**src/rtl/tcm_pkg.sv**
```systemverilog
// Constants and types for the timer channel 0 mode configuration block
//
// Functional notes
// - Bit 7 high selects prescaler output B
// - Bit 4 high counts timer pin zero edges
// - Trigger 000: software start only
// - Trigger 001: selected pin edge starts, captures
// - Trigger 010: both pin edges start, capture
// - Trigger 100: master interrupt starts slave
// - Trigger 110: master starts, pin three ends a capture one-count run
// - Mode 000: interval timer, counts down
// - Mode 010: capture, counts up
// - Mode 0110: event counter, no start interrupt
// - Mode 100: one-count, counts down
// - Mode 1100: capture one-count, counts up
// - Interval/capture bit0 clear: quiet start
// - Interval/capture bit0 set: start interrupt, toggle
// - One-count bit0 clear: ignore restart triggers
// - One-count bit0 set: accept restart, interrupt
// - Capture one-count: quiet start, ignore restarts
// - Stop bit clears enable, halts counting
package tcm_pkg;
   // ==========================================================
   // Register map (word index on the plain port)
   localparam logic [3:0] ADDR_MODE_HIGH  = 4'h0;
   localparam logic [3:0] ADDR_MODE_LOW   = 4'h1;
   localparam logic [3:0] ADDR_CONTROL    = 4'h2;
   localparam logic [3:0] ADDR_STATUS     = 4'h3;
   localparam logic [3:0] ADDR_IRQ_STATUS = 4'h4;
   localparam logic [3:0] ADDR_IRQ_MASK   = 4'h5;
   localparam logic [3:0] ADDR_COUNTER    = 4'h6;
   localparam logic [3:0] ADDR_RELOAD     = 4'h7;
   localparam logic [3:0] ADDR_CAPTURE    = 4'h8;
   // ==========================================================
   // Field positions
   localparam int OP_CLOCK_SELECT_POS    = 7;
   localparam int COUNT_CLOCK_SOURCE_POS = 4;
   localparam int EDGE_SELECT_POS        = 6;
   localparam int CTRL_START_POS         = 0;
   localparam int CTRL_STOP_POS          = 1;
   localparam logic [7:0] MODE_HIGH_MASK = 8'h97;
   localparam logic [7:0] MODE_LOW_MASK  = 8'hcf;
   // ==========================================================
   // Reset values
   localparam logic [7:0]  MODE_HIGH_RESET = 8'h00;
   localparam logic [7:0]  MODE_LOW_RESET  = 8'h01;
   localparam logic [15:0] RELOAD_RESET    = 16'hffff;
   // Interrupt status bits
   localparam int EV_START   = 0;
   localparam int EV_EXPIRE  = 1;
   localparam int EV_CAPTURE = 2;
   localparam int EV_END     = 3;
   localparam int EV_BAD_CFG = 4;
   localparam int NUM_EV     = 5;
   // ==========================================================
   typedef enum logic [2:0] {
      TRG_SOFTWARE  = 3'b000,
      TRG_PIN_EDGE  = 3'b001,
      TRG_PIN_BOTH  = 3'b010,
      TRG_MASTER    = 3'b100,
      TRG_MASTER_T3 = 3'b110
   } tcm_trig_t;
   typedef enum logic [2:0] {
      MODE_INTERVAL = 3'b000,
      MODE_CAPTURE  = 3'b010,
      MODE_EVENT    = 3'b011,
      MODE_ONECOUNT = 3'b100,
      MODE_CAP_ONE  = 3'b110
   } tcm_mode_t;
   typedef enum logic [0:0] {
      ST_IDLE = 1'b0,
      ST_RUN  = 1'b1
   } tcm_state_t;
endpackage : tcm_pkg

```
**src/rtl/tcm_channel0.sv**
```systemverilog
// Timer channel 0 with mode, clock and trigger configuration
`timescale 1ns/1ps
module tcm_channel0
   import tcm_pkg::*;
#(
   parameter int CNT_W = 16
) (
   // Clock and reset
   input  wire logic             MCLK,
   input  wire logic             RST_B,
   // Register port
   input  wire logic [3:0]       ADDR,
   input  wire logic [15:0]      WDATA,
   input  wire logic             WR,
   input  wire logic             RD,
   output logic      [15:0]      RDATA,
   // Prescaler outputs and master channel (same clock)
   input  wire logic             PRESCALER_OUTPUT_A,
   input  wire logic             PRESCALER_OUTPUT_B,
   input  wire logic             MASTER_CHANNEL_IRQ,
   // Pins
   input  wire logic             TIMER_INPUT_PIN_ZERO,
   input  wire logic             TIMER_INPUT_PIN_THREE,
   output logic                  TIMER_OUT,
   // Events
   output logic                  CHANNEL_IRQ,
   output logic                  IRQ
);
   // Counter must fit the 16-bit register port
   if (CNT_W < 2 || CNT_W > 16) begin : g_bad_width
      $error("CNT_W must be 2..16");
   end

   // ==========================================================
   // Registers
   logic [7:0]        mode_high_q;
   logic [7:0]        mode_low_q;
   logic [CNT_W-1:0]  reload_q;
   logic [CNT_W-1:0]  count_q;
   logic [CNT_W-1:0]  capture_q;
   logic [NUM_EV-1:0] irq_stat_q;
   logic [NUM_EV-1:0] irq_mask_q;
   logic              enable_q;
   tcm_state_t        state_q;
   logic [2:0]        pin0_sync_q;
   logic [2:0]        pin3_sync_q;
   logic              pin0_q;
   logic              pin3_q;
   logic              pin3_prev_q;

   logic [2:0] trig_sel;
   logic [2:0] mode_sel;
   logic       start_irq_bit;
   logic [1:0] edge_sel;
   logic       wr_start;
   logic       wr_stop;
   assign trig_sel      = mode_high_q[2:0];
   assign mode_sel      = mode_low_q[3:1];
   assign start_irq_bit = mode_low_q[0];
   assign edge_sel      = mode_low_q[EDGE_SELECT_POS +: 2];
   assign wr_start      = WR && ADDR == ADDR_CONTROL && WDATA[CTRL_START_POS];
   assign wr_stop       = WR && ADDR == ADDR_CONTROL && WDATA[CTRL_STOP_POS];

   // ==========================================================
   // Pin synchronisers: change counts once stages 2 and 3 agree
   always_ff @(posedge MCLK) begin
      if (!RST_B) begin
         pin0_sync_q <= 3'h0;
         pin3_sync_q <= 3'h0;
         pin0_q      <= 1'b0;
         pin3_q      <= 1'b0;
         pin3_prev_q <= 1'b0;
      end else begin
         pin0_sync_q <= {pin0_sync_q[1:0], TIMER_INPUT_PIN_ZERO};
         pin3_sync_q <= {pin3_sync_q[1:0], TIMER_INPUT_PIN_THREE};
         if (pin0_sync_q[2] == pin0_sync_q[1]) pin0_q <= pin0_sync_q[2];
         if (pin3_sync_q[2] == pin3_sync_q[1]) pin3_q <= pin3_sync_q[2];
         pin3_prev_q <= pin3_q;
      end
   end

   // Filtered pin 0 edges; edge select 00 falling, 01 rising, else both
   logic pin0_prev_q;
   always_ff @(posedge MCLK) begin
      if (!RST_B) pin0_prev_q <= 1'b0;
      else        pin0_prev_q <= pin0_q;
   end
   logic pin0_rise;
   logic pin0_fall;
   logic pin0_valid;
   logic pin0_both;
   logic pin3_valid;
   assign pin0_rise  = pin0_q && !pin0_prev_q;
   assign pin0_fall  = !pin0_q && pin0_prev_q;
   assign pin0_both  = pin0_rise || pin0_fall;
   assign pin0_valid = (edge_sel == 2'b00) ? pin0_fall :
                       (edge_sel == 2'b01) ? pin0_rise : pin0_both;
   assign pin3_valid = (edge_sel == 2'b01) ? (pin3_q && !pin3_prev_q) :
                       (!pin3_q && pin3_prev_q);

   // ==========================================================
   // Clock and trigger selection
   logic op_clock;
   logic count_tick;
   assign op_clock   = mode_high_q[OP_CLOCK_SELECT_POS] ? PRESCALER_OUTPUT_B
                                                        : PRESCALER_OUTPUT_A;
   assign count_tick = mode_high_q[COUNT_CLOCK_SOURCE_POS] ? pin0_valid
                                                           : op_clock;

   logic hw_trig;
   logic capture_trig;
   logic end_trig;
   always_comb begin
      hw_trig      = 1'b0;
      capture_trig = 1'b0;
      end_trig     = 1'b0;
      case (trig_sel)
         TRG_SOFTWARE: hw_trig = 1'b0;
         TRG_PIN_EDGE: begin
            hw_trig      = pin0_valid;
            capture_trig = pin0_valid;
         end
         TRG_PIN_BOTH: begin
            hw_trig      = pin0_both;
            capture_trig = pin0_both;
         end
         TRG_MASTER:    hw_trig = MASTER_CHANNEL_IRQ;
         TRG_MASTER_T3: begin
            hw_trig  = MASTER_CHANNEL_IRQ;
            end_trig = pin3_valid;
         end
         default: hw_trig = 1'b0;
      endcase
   end

   // Prohibited codes park the channel rather than guess a behaviour
   logic cfg_ok;
   assign cfg_ok = (trig_sel inside {TRG_SOFTWARE, TRG_PIN_EDGE, TRG_PIN_BOTH,
                                     TRG_MASTER, TRG_MASTER_T3})
                && ((mode_sel inside {MODE_INTERVAL, MODE_CAPTURE, MODE_ONECOUNT})
                    || (mode_sel inside {MODE_EVENT, MODE_CAP_ONE} && !start_irq_bit));

   logic count_up;
   logic one_count;
   logic start_trig;
   logic start_take;
   logic start_loud;
   assign count_up   = mode_sel == MODE_CAPTURE || mode_sel == MODE_CAP_ONE;
   assign one_count  = mode_sel == MODE_ONECOUNT || mode_sel == MODE_CAP_ONE;
   assign start_trig = cfg_ok && (wr_start || hw_trig);
   // Restart during a one-count run needs bit 0 set
   assign start_take = start_trig && !(state_q == ST_RUN && one_count
                                       && !start_irq_bit);
   assign start_loud = start_take && start_irq_bit
                    && mode_sel != MODE_EVENT && mode_sel != MODE_CAP_ONE;

   // ==========================================================
   // Counter engine
   logic expire;
   assign expire = state_q == ST_RUN && count_tick && !count_up
                && count_q == '0;

   always_ff @(posedge MCLK) begin
      if (!RST_B) begin
         state_q  <= ST_IDLE;
         enable_q <= 1'b0;
         count_q  <= '0;
      end else if (wr_stop || !cfg_ok) begin
         state_q  <= ST_IDLE;
         enable_q <= 1'b0;
      end else if (start_take) begin
         state_q  <= ST_RUN;
         enable_q <= 1'b1;
         count_q  <= count_up ? '0 : reload_q;
      end else if (state_q == ST_RUN) begin
         case (mode_sel)
            MODE_INTERVAL, MODE_EVENT: begin
               if (count_tick) count_q <= expire ? reload_q : count_q - 1'b1;
            end
            MODE_ONECOUNT: begin
               if (expire) state_q <= ST_IDLE;
               else if (count_tick) count_q <= count_q - 1'b1;
            end
            MODE_CAPTURE: begin
               if (capture_trig) count_q <= '0;
               else if (count_tick) count_q <= count_q + 1'b1;
            end
            MODE_CAP_ONE: begin
               if (capture_trig || end_trig) state_q <= ST_IDLE;
               else if (count_tick) count_q <= count_q + 1'b1;
            end
            default: state_q <= ST_IDLE;
         endcase
      end
   end

   logic capture_ev;
   assign capture_ev = state_q == ST_RUN && (capture_trig || end_trig)
                    && (mode_sel == MODE_CAPTURE || mode_sel == MODE_CAP_ONE);
   always_ff @(posedge MCLK) begin
      if (!RST_B)          capture_q <= '0;
      else if (capture_ev) capture_q <= count_q;
   end

   // Output toggles on expiry and on a loud start only
   always_ff @(posedge MCLK) begin
      if (!RST_B)                      TIMER_OUT <= 1'b0;
      else if (start_loud || expire)   TIMER_OUT <= !TIMER_OUT;
   end
   always_ff @(posedge MCLK) begin
      if (!RST_B) CHANNEL_IRQ <= 1'b0;
      else        CHANNEL_IRQ <= start_loud || expire || capture_ev;
   end

   // ==========================================================
   // Configuration registers; unused bits held at zero
   always_ff @(posedge MCLK) begin
      if (!RST_B) begin
         mode_high_q <= MODE_HIGH_RESET;
         mode_low_q  <= MODE_LOW_RESET;
         reload_q    <= CNT_W'(RELOAD_RESET);
         irq_mask_q  <= '0;
      end else if (WR) begin
         case (ADDR)
            ADDR_MODE_HIGH: mode_high_q <= WDATA[7:0] & MODE_HIGH_MASK;
            ADDR_MODE_LOW:  mode_low_q  <= WDATA[7:0] & MODE_LOW_MASK;
            ADDR_RELOAD:    reload_q    <= WDATA[CNT_W-1:0];
            ADDR_IRQ_MASK:  irq_mask_q  <= WDATA[NUM_EV-1:0];
            default: ;
         endcase
      end
   end

   // Sticky events; a new event beats the read that clears
   logic [NUM_EV-1:0] ev_now;
   assign ev_now = {!cfg_ok && start_trig, end_trig && state_q == ST_RUN,
                    capture_ev, expire, start_take};
   always_ff @(posedge MCLK) begin
      if (!RST_B)                           irq_stat_q <= '0;
      else if (RD && ADDR == ADDR_IRQ_STATUS) irq_stat_q <= ev_now;
      else                                  irq_stat_q <= irq_stat_q | ev_now;
   end
   always_ff @(posedge MCLK) begin
      if (!RST_B) IRQ <= 1'b0;
      else        IRQ <= |((irq_stat_q | ev_now) & irq_mask_q
                           & ~((RD && ADDR == ADDR_IRQ_STATUS) ? irq_stat_q : '0));
   end

   // ==========================================================
   // Read port, data valid the cycle after the strobe
   always_ff @(posedge MCLK) begin
      if (!RST_B) RDATA <= 16'h0000;
      else if (RD) begin
         case (ADDR)
            ADDR_MODE_HIGH:  RDATA <= {8'h00, mode_high_q};
            ADDR_MODE_LOW:   RDATA <= {8'h00, mode_low_q};
            ADDR_STATUS:     RDATA <= {13'h0000, !cfg_ok, state_q == ST_RUN, enable_q};
            ADDR_IRQ_STATUS: RDATA <= 16'(irq_stat_q);
            ADDR_IRQ_MASK:   RDATA <= 16'(irq_mask_q);
            ADDR_COUNTER:    RDATA <= 16'(count_q);
            ADDR_RELOAD:     RDATA <= 16'(reload_q);
            ADDR_CAPTURE:    RDATA <= 16'(capture_q);
            default:         RDATA <= 16'h0000;
         endcase
      end else RDATA <= 16'h0000;
   end
endmodule : tcm_channel0

```
**config.mk**
```make
export PLATFORM = sky130hd
export DESIGN_NAME = tcm_channel0
export DESIGN_NICKNAME = d
export VERILOG_FILES = /design/src/rtl/tcm_pkg.sv /design/src/rtl/tcm_channel0.sv
export SDC_FILE = /design/constraint.sdc
export NUM_CORES = 1
export LEC_CHECK = 0
export ABC_AREA = 1
export BUFFER_PORTS_ARGS = -buffer_cell sky130_fd_sc_hd__buf_2
export CAP_MARGIN = 20
export CORE_MARGIN = 2
export CORE_UTILIZATION = 60
export DETAILED_ROUTE_END_ITERATION = 10
export GPL_ROUTABILITY_DRIVEN = 0
export PLACE_DENSITY = 0.88
export SLEW_MARGIN = 20
export SYNTH_ARGS = -nofsm -noshare
export SYNTH_HDL_FRONTEND = slang
export SYNTH_SLANG_ARGS = --single-unit
export TNS_END_PERCENT = 100
```
**constraint.sdc**
```tcl
create_clock -name MCLK -period 3.1 [get_ports MCLK]
set_input_delay 0.31 -clock MCLK [delete_from_list [all_inputs] [get_ports MCLK]]
set_output_delay 0.31 -clock MCLK [all_outputs]
set_load 0.005 [all_outputs]
```
After elaboration in Yosys (flattened, before gate mapping):

Cells that the tools add are included.

* register bits: 100
* bits in latches: 0
* RAM bits: 0
* ROM bits: 0
* logic and storage cells: 142
* memories: 0

* add/subtract/negate cells: 2
* $mul: 0
* div/mod/pow operators: 0
* order comparisons: 0
* equality and inequality tests: 25
* shifts and indexed selects: 0
* multiplexer cells: 27
* bitwise operators: 6
* reduce and logical (&&, ||, !) cells: 63

Operators by type and width (count)
* $mux W16: 10
* $pmux W16 S8: 1
* $pmux W16 S4: 1
* $logic_and A1 B1 Y1: 24
* $add A16 B1 Y16 const B: 1
* $eq A4 B3 Y1 const B: 4
* $logic_not A16 Y1: 1
* $sub A16 B1 Y16 const B: 1
* $ne A3 B3 Y1 const B: 5
* $eq A3 B3 Y1 const B: 4
* $and A5 B5 Y5: 2
* $mux W1: 10
* $mux W5: 2
* $reduce_and A2 Y1: 5
* $reduce_bool A5 Y1: 2
* $eq A3 B2 Y1 const B: 3
* $logic_not A1 Y1: 9
* $logic_or A1 B1 Y1: 9
* $eq A4 B2 Y1 const B: 2
* $reduce_and A7 Y1: 1
* $logic_not A3 Y1: 2
* $pmux W1 S3: 2
* $reduce_or A2 Y1: 3
* $not A5 Y5: 1
* 15 further kinds: 18

Longest topological paths before layout:

* word-level depth: 14
* depth in mapped cells: 15
* depth with buffers taken out: 15

Least setup slack after synthesis:

OpenSTA, ideal clock, no wires.

* path type: flip-flop to flip-flop
* from: reg pin0_q
* to: reg count_q[13]
* setup time: 128 ps
* arrival time: 1794 ps
* setup slack: 1178 ps
* cell stages (with the launch flop): 13
* period minus slack after synthesis: 1922 ps
* path through: dfxtp_1 inv_1 ha_1 nor2_1 nand3_1 and2_1 nand3_1 nand2_4 a21oi_4 buf_6 nor2_2 nor2_1 nor2_1

* cells in the longest elaborated chain, start to end: 14
* elaborated cells on any way between the ends: 31
* classes of those cells: 4 x eq/ne; 13 x mux; 14 x reduce/logical

RTL lines
* start: declaration: line tcm_channel0.sv:47 `logic pin0_q;`
* start signal: assignment: line tcm_channel0.sv:76 `if (pin0_sync_q[2] == pin0_sync_q[1]) pin0_q <= pin0_sync_q[2];`
* $logic_not A1 Y1: line tcm_channel0.sv:94 `assign pin0_fall = !pin0_q && pin0_prev_q;`
* $logic_and A1 B1 Y1: line tcm_channel0.sv:94
* $logic_or A1 B1 Y1: line tcm_channel0.sv:95 `assign pin0_both = pin0_rise || pin0_fall;`
* $mux W1: line tcm_channel0.sv:97 `(edge_sel == 2'b01) ? pin0_rise : pin0_both;`
* $mux W1: line tcm_channel0.sv:96 `assign pin0_valid = (edge_sel == 2'b00) ? pin0_fall :`
* $mux W1: line tcm_channel0.sv:107 `assign count_tick = mode_high_q[COUNT_CLOCK_SOURCE_POS] ? pin0_valid`
* $logic_and A1 B1 Y1 (2 in series): line tcm_channel0.sv:160 `assign expire = state_q == ST_RUN && count_tick && !count_up`
* $logic_and A1 B1 Y1: line tcm_channel0.sv:161 `&& count_q == '0;`
* $mux W16 (2 in series): line tcm_channel0.sv:178 `if (count_tick) count_q <= expire ? reload_q : count_q - 1'b1;`
* $pmux W16 S4: line tcm_channel0.sv:176 `case (mode_sel)`
* $mux W16: line tcm_channel0.sv:175 `end else if (state_q == ST_RUN) begin`
* $mux W16: line tcm_channel0.sv:171 `end else if (start_take) begin`
* end signal: assignment: line tcm_channel0.sv:174 `count_q <= count_up ? '0 : reload_q;`
* end signal: assignment: line tcm_channel0.sv:178
* end signal: assignment: line tcm_channel0.sv:182 `else if (count_tick) count_q <= count_q - 1'b1;`
* end: declaration: line tcm_channel0.sv:39 `logic [CNT_W-1:0] count_q;`

Parallel ways exist; a longest one is shown, timed or not. The select of a mux whose other input is x is not followed.
A chain may end at the register's enable or synchronous reset.

Worst setup path in the final report:

* from: reg pin0_q
* to: reg count_q[6]

Same word-level chain as after synthesis.

==> flow_summary_export.csv <==
group,metric,value,unit
outcome,status,"finished, final reports clean",
die,die_w,103,microns
critical_path,worstPathRequired,3.34,ns
timing,fin_tns_setup,0,ns
timing,setup_viol,0,
timing,relSlewSlack,35.8,%
power_and_ir_drop,p_total,0.00271,W
route,drt_wl_total,17800,microns
critical_path,ff2ff_path_depth,12,
clock_tree,postCtsHoldBufs,0,
logic_synthesis,yosys-top-cells-area,"dfxtp_1 34%, nand2_1 13%, nor2_1 9.1%, nand3_1 7.5%, inv_1 6.0%",
global_routing,antenna_found_initial,0,
die,die_y,103,microns
job,maxCapViolations,0,
place,dp_hpwl,12900,microns
clock_tree,cts_sinks,100,
timing,fin_crit_sh,82.1,%
timing,fin_crit,2.55,ns
timing,slew_viol_final,0,
logic_synthesis,syn_inst,905,
logic_synthesis,synth_most_common_cell,"nand2_1",
global_routing,grt_pass1_vias,5671,
worst_hold_path,min_path_cells,3,
route,wl_per_cell,16.6,microns
timing,worst_pin_slew,0.961,ns
critical_path,crit_path_start,"pin0_q$_SDFFE_PN0N_",
critical_path,rr_endpoint,"count_q[6]$_SDFFE_PN0P_",
logic_synthesis,synth_nets,938,
clock_tree,cts.repair.resized,0,
logic_synthesis,synth_common_cells,"199 x nand2_1, 143 x nor2_1, 100 x dfxtp_1, 94 x inv_1, 88 x nand3_1",
finish,fillCellCount,898,
logic_synthesis,ys_warn_count,0,
critical_path,r2r_start,"pin0_q$_SDFFE_PN0N_",
clock_tree,worstSkewPairLatency,0.38,ns
logic_synthesis,yosysSeqAreaShare,34.0,%
worst_hold_path,whs_endpoint,"pin3_sync_q[0]$_SDFF_PN0_",
die,row_count,36,
timing,rsz0062_at_grt,"false",
die,ioPinCount,48,
critical_path,critPathMaxFanout,19,
place,io_buffer_count,47,
global_routing,met3_usage,7.19,%
global_routing,met1_usage,49.2,%
critical_path,end_kind,"flop",
logic_synthesis,yosysTopAreaCell,"dfxtp_1",
critical_path,cp.arrival,2.79,ns
global_routing,grt_start_max_net_pins,35,
global_routing,grt_overflow_total,0,
clock_tree,htreeDepth,3,
logic_synthesis,async_flop_share,0,%
timing,fin_skew,0.0144,ns
finish,final_layout_size_suffix_gt1_share,12.1,%
die,core,0.00964,sq mm
critical_path,r2r_slack,0.55,ns
finish,diodes,0,
finish,nNetsFinal,968,
power_and_ir_drop,leakage,2.90,nW
finish,syn2layout_area_growth,7.98,%
critical_path,cp-start-kind,"flop",
logic_synthesis,synth_top_area_share,34.0,%
die,design.die.area,0.0106,sq mm
die,start_util,61.0,%
worst_hold_path,hold_path_class,"input port to flop",
timing,max_freq,393,MHz
route,dr.pass1.iters,7,
power_and_ir_drop,vdd_drop_max,0.337,mV
timing,hold_viol,0,
global_routing,busiest_layer,"met2",
route,ant_nets,0,
global_routing,grt.total_usage,34.3,%
logic_synthesis,ys_ff_latch,100,
route,routed_via_density,6.03,
route,vias,6471,
clock_tree,cts_tree,"yes",
logic_synthesis,synth_edf_count,0,
global_routing,grt_pass1_wl,28300,microns
clock_tree,numCtsBuffers,9,
critical_path,crit_type,"flop to flop",
worst_hold_path,worstHoldStart,"TIMER_INPUT_PIN_THREE",
logic_synthesis,synthFlopType,"dfxtp_1",
clock_tree,postCtsSetupBuffers,0,
clock_tree,clockBufferDepth,2,
clock_tree,clk_pin_slew,0.11,ns
logic_synthesis,syn_avg_cell_area,6.50,sq um
clock_tree,cts_root_buf,"clkbuf_8",
route,drc_errors,0,
route,drtIter0Drc,847,
logic_synthesis,netlist_area,0.00588,sq mm
logic_synthesis,yosysUniqueCellTypes,44,
global_routing,grt_util_met2,51.0,%
power_and_ir_drop,power_density,426,mW/mm^2
==> critical path: stages (launching register included) <==
cell     delay, ns
dfxtp_1       0.39
inv_1         0.06
ha_1          0.19
nor2_1        0.08
nand2_1       0.09
nand4_1       0.19
nand2_2       0.27
nand4_1       0.18
nand3_2       0.12
a21oi_4       0.57
nor2_1        0.10
nor2_1        0.13
nor2_1        0.04
==> routing by layer <==
layer / routed length (microns) / vias to the layer above
li1: - / 3037
met1: 7030 / 2850
met2: 7650 / 489
met3: 2450 / 95
met4: 664 / 0
met5: 0 / -
==> cells in the final DEF (no fill, tap or decap), types with 11 or more instances in the layout <==
cell type | synthesis | final
nor2_1 | 143 | 142
o211ai_1 | 16 | 16
a21oi_1 | 48 | 48
dfxtp_1 | 100 | 100
xor2_1 | 11 | 11
nand2_1 | 199 | 199
nand3_1 | 88 | 88
o21ai_0 | 60 | 60
nand4_1 | 24 | 24
inv_1 | 94 | 94
buf_2 | 14 | 47
==> per-stage QoR <==
step	instances	hold slack (ns)	utilization [%]	worst slack (ns)	area [sq um]
after detailed placement	1057	0.401	63.9	0.677	6160
after CTS	1073	0.109	65.9	0.634	6350
after global placement	1057	0.398	63.9	0.783	6160
after floorplan	905	0.390	-	1.18	5880
after global routing	1073	0.102	65.9	0.360	6350
final	1073	0.113	65.9	0.554	6350
==> registers in the layout, summed over array words and instances, names as in the netlist <==
signal,cells
RDATA,16
capture_q,16
count_q,16
reload_q,16
mode_low_q,6
irq_mask_q,5
irq_stat_q,5
mode_high_q,5
pin0_sync_q,3
pin3_sync_q,3
CHANNEL_IRQ,1
IRQ,1
TIMER_OUT,1
enable_q,1
pin0_prev_q,1
pin0_q,1
pin3_prev_q,1
pin3_q,1
state_q,1
==> power breakdown <==
group	switching, W	internal [W]	total [W]
sequential	0.0000319	0.00131	0.00134
combinational	0.000367	0.000174	0.000541
clock	0.000511	0.000312	0.000823
total	0.000910	0.00180	0.00271
==> cell families after synthesis <==
logic type | count (synthesis) | share of synthesized area, %
adders and majority gates | 4 | 0.851
and+or+nand+nor | 490 | 37.3
buffers and inverters | 138 | 9.64
xor gates and xnor gates | 12 | 1.79
AOI/OAI and AO/OA | 161 | 16.4
DFF | 100 | 34.0
==> worst max-delay path by stage <==
stage / endpoint / slack [ns] / cells after the start
after floorplan: count_q[13]$_SDFFE_PN0P_ / 1.18 / 12
after global placement: count_q[8]$_SDFFE_PN0P_ / 0.78 / 10
after detailed placement: count_q[6]$_SDFFE_PN0P_ / 0.68 / 11
after CTS: count_q[8]$_SDFFE_PN0P_ / 0.63 / 11
after global routing: count_q[8]$_SDFFE_PN0P_ / 0.36 / 12
final: count_q[6]$_SDFFE_PN0P_ / 0.55 / 12
==> area by class of cell <==
| type | instances | area [sq um] | share of cell area, % |
|---|---|---|---|
| Clock buffer | 9 | 124 | 1.95 |
| Tap cell | 133 | 166 | 2.62 |
| Multi-Input combinational cell | 667 | 3310 | 52.2 |
| Clock inverter | 7 | 67.6 | 1.06 |
| Inverter | 104 | 395 | 6.23 |
| Sequential cell | 100 | 2000 | 31.5 |
| Timing Repair Buffer | 53 | 280 | 4.41 |
No activity file was read; power rests on OpenSTA's default activity.
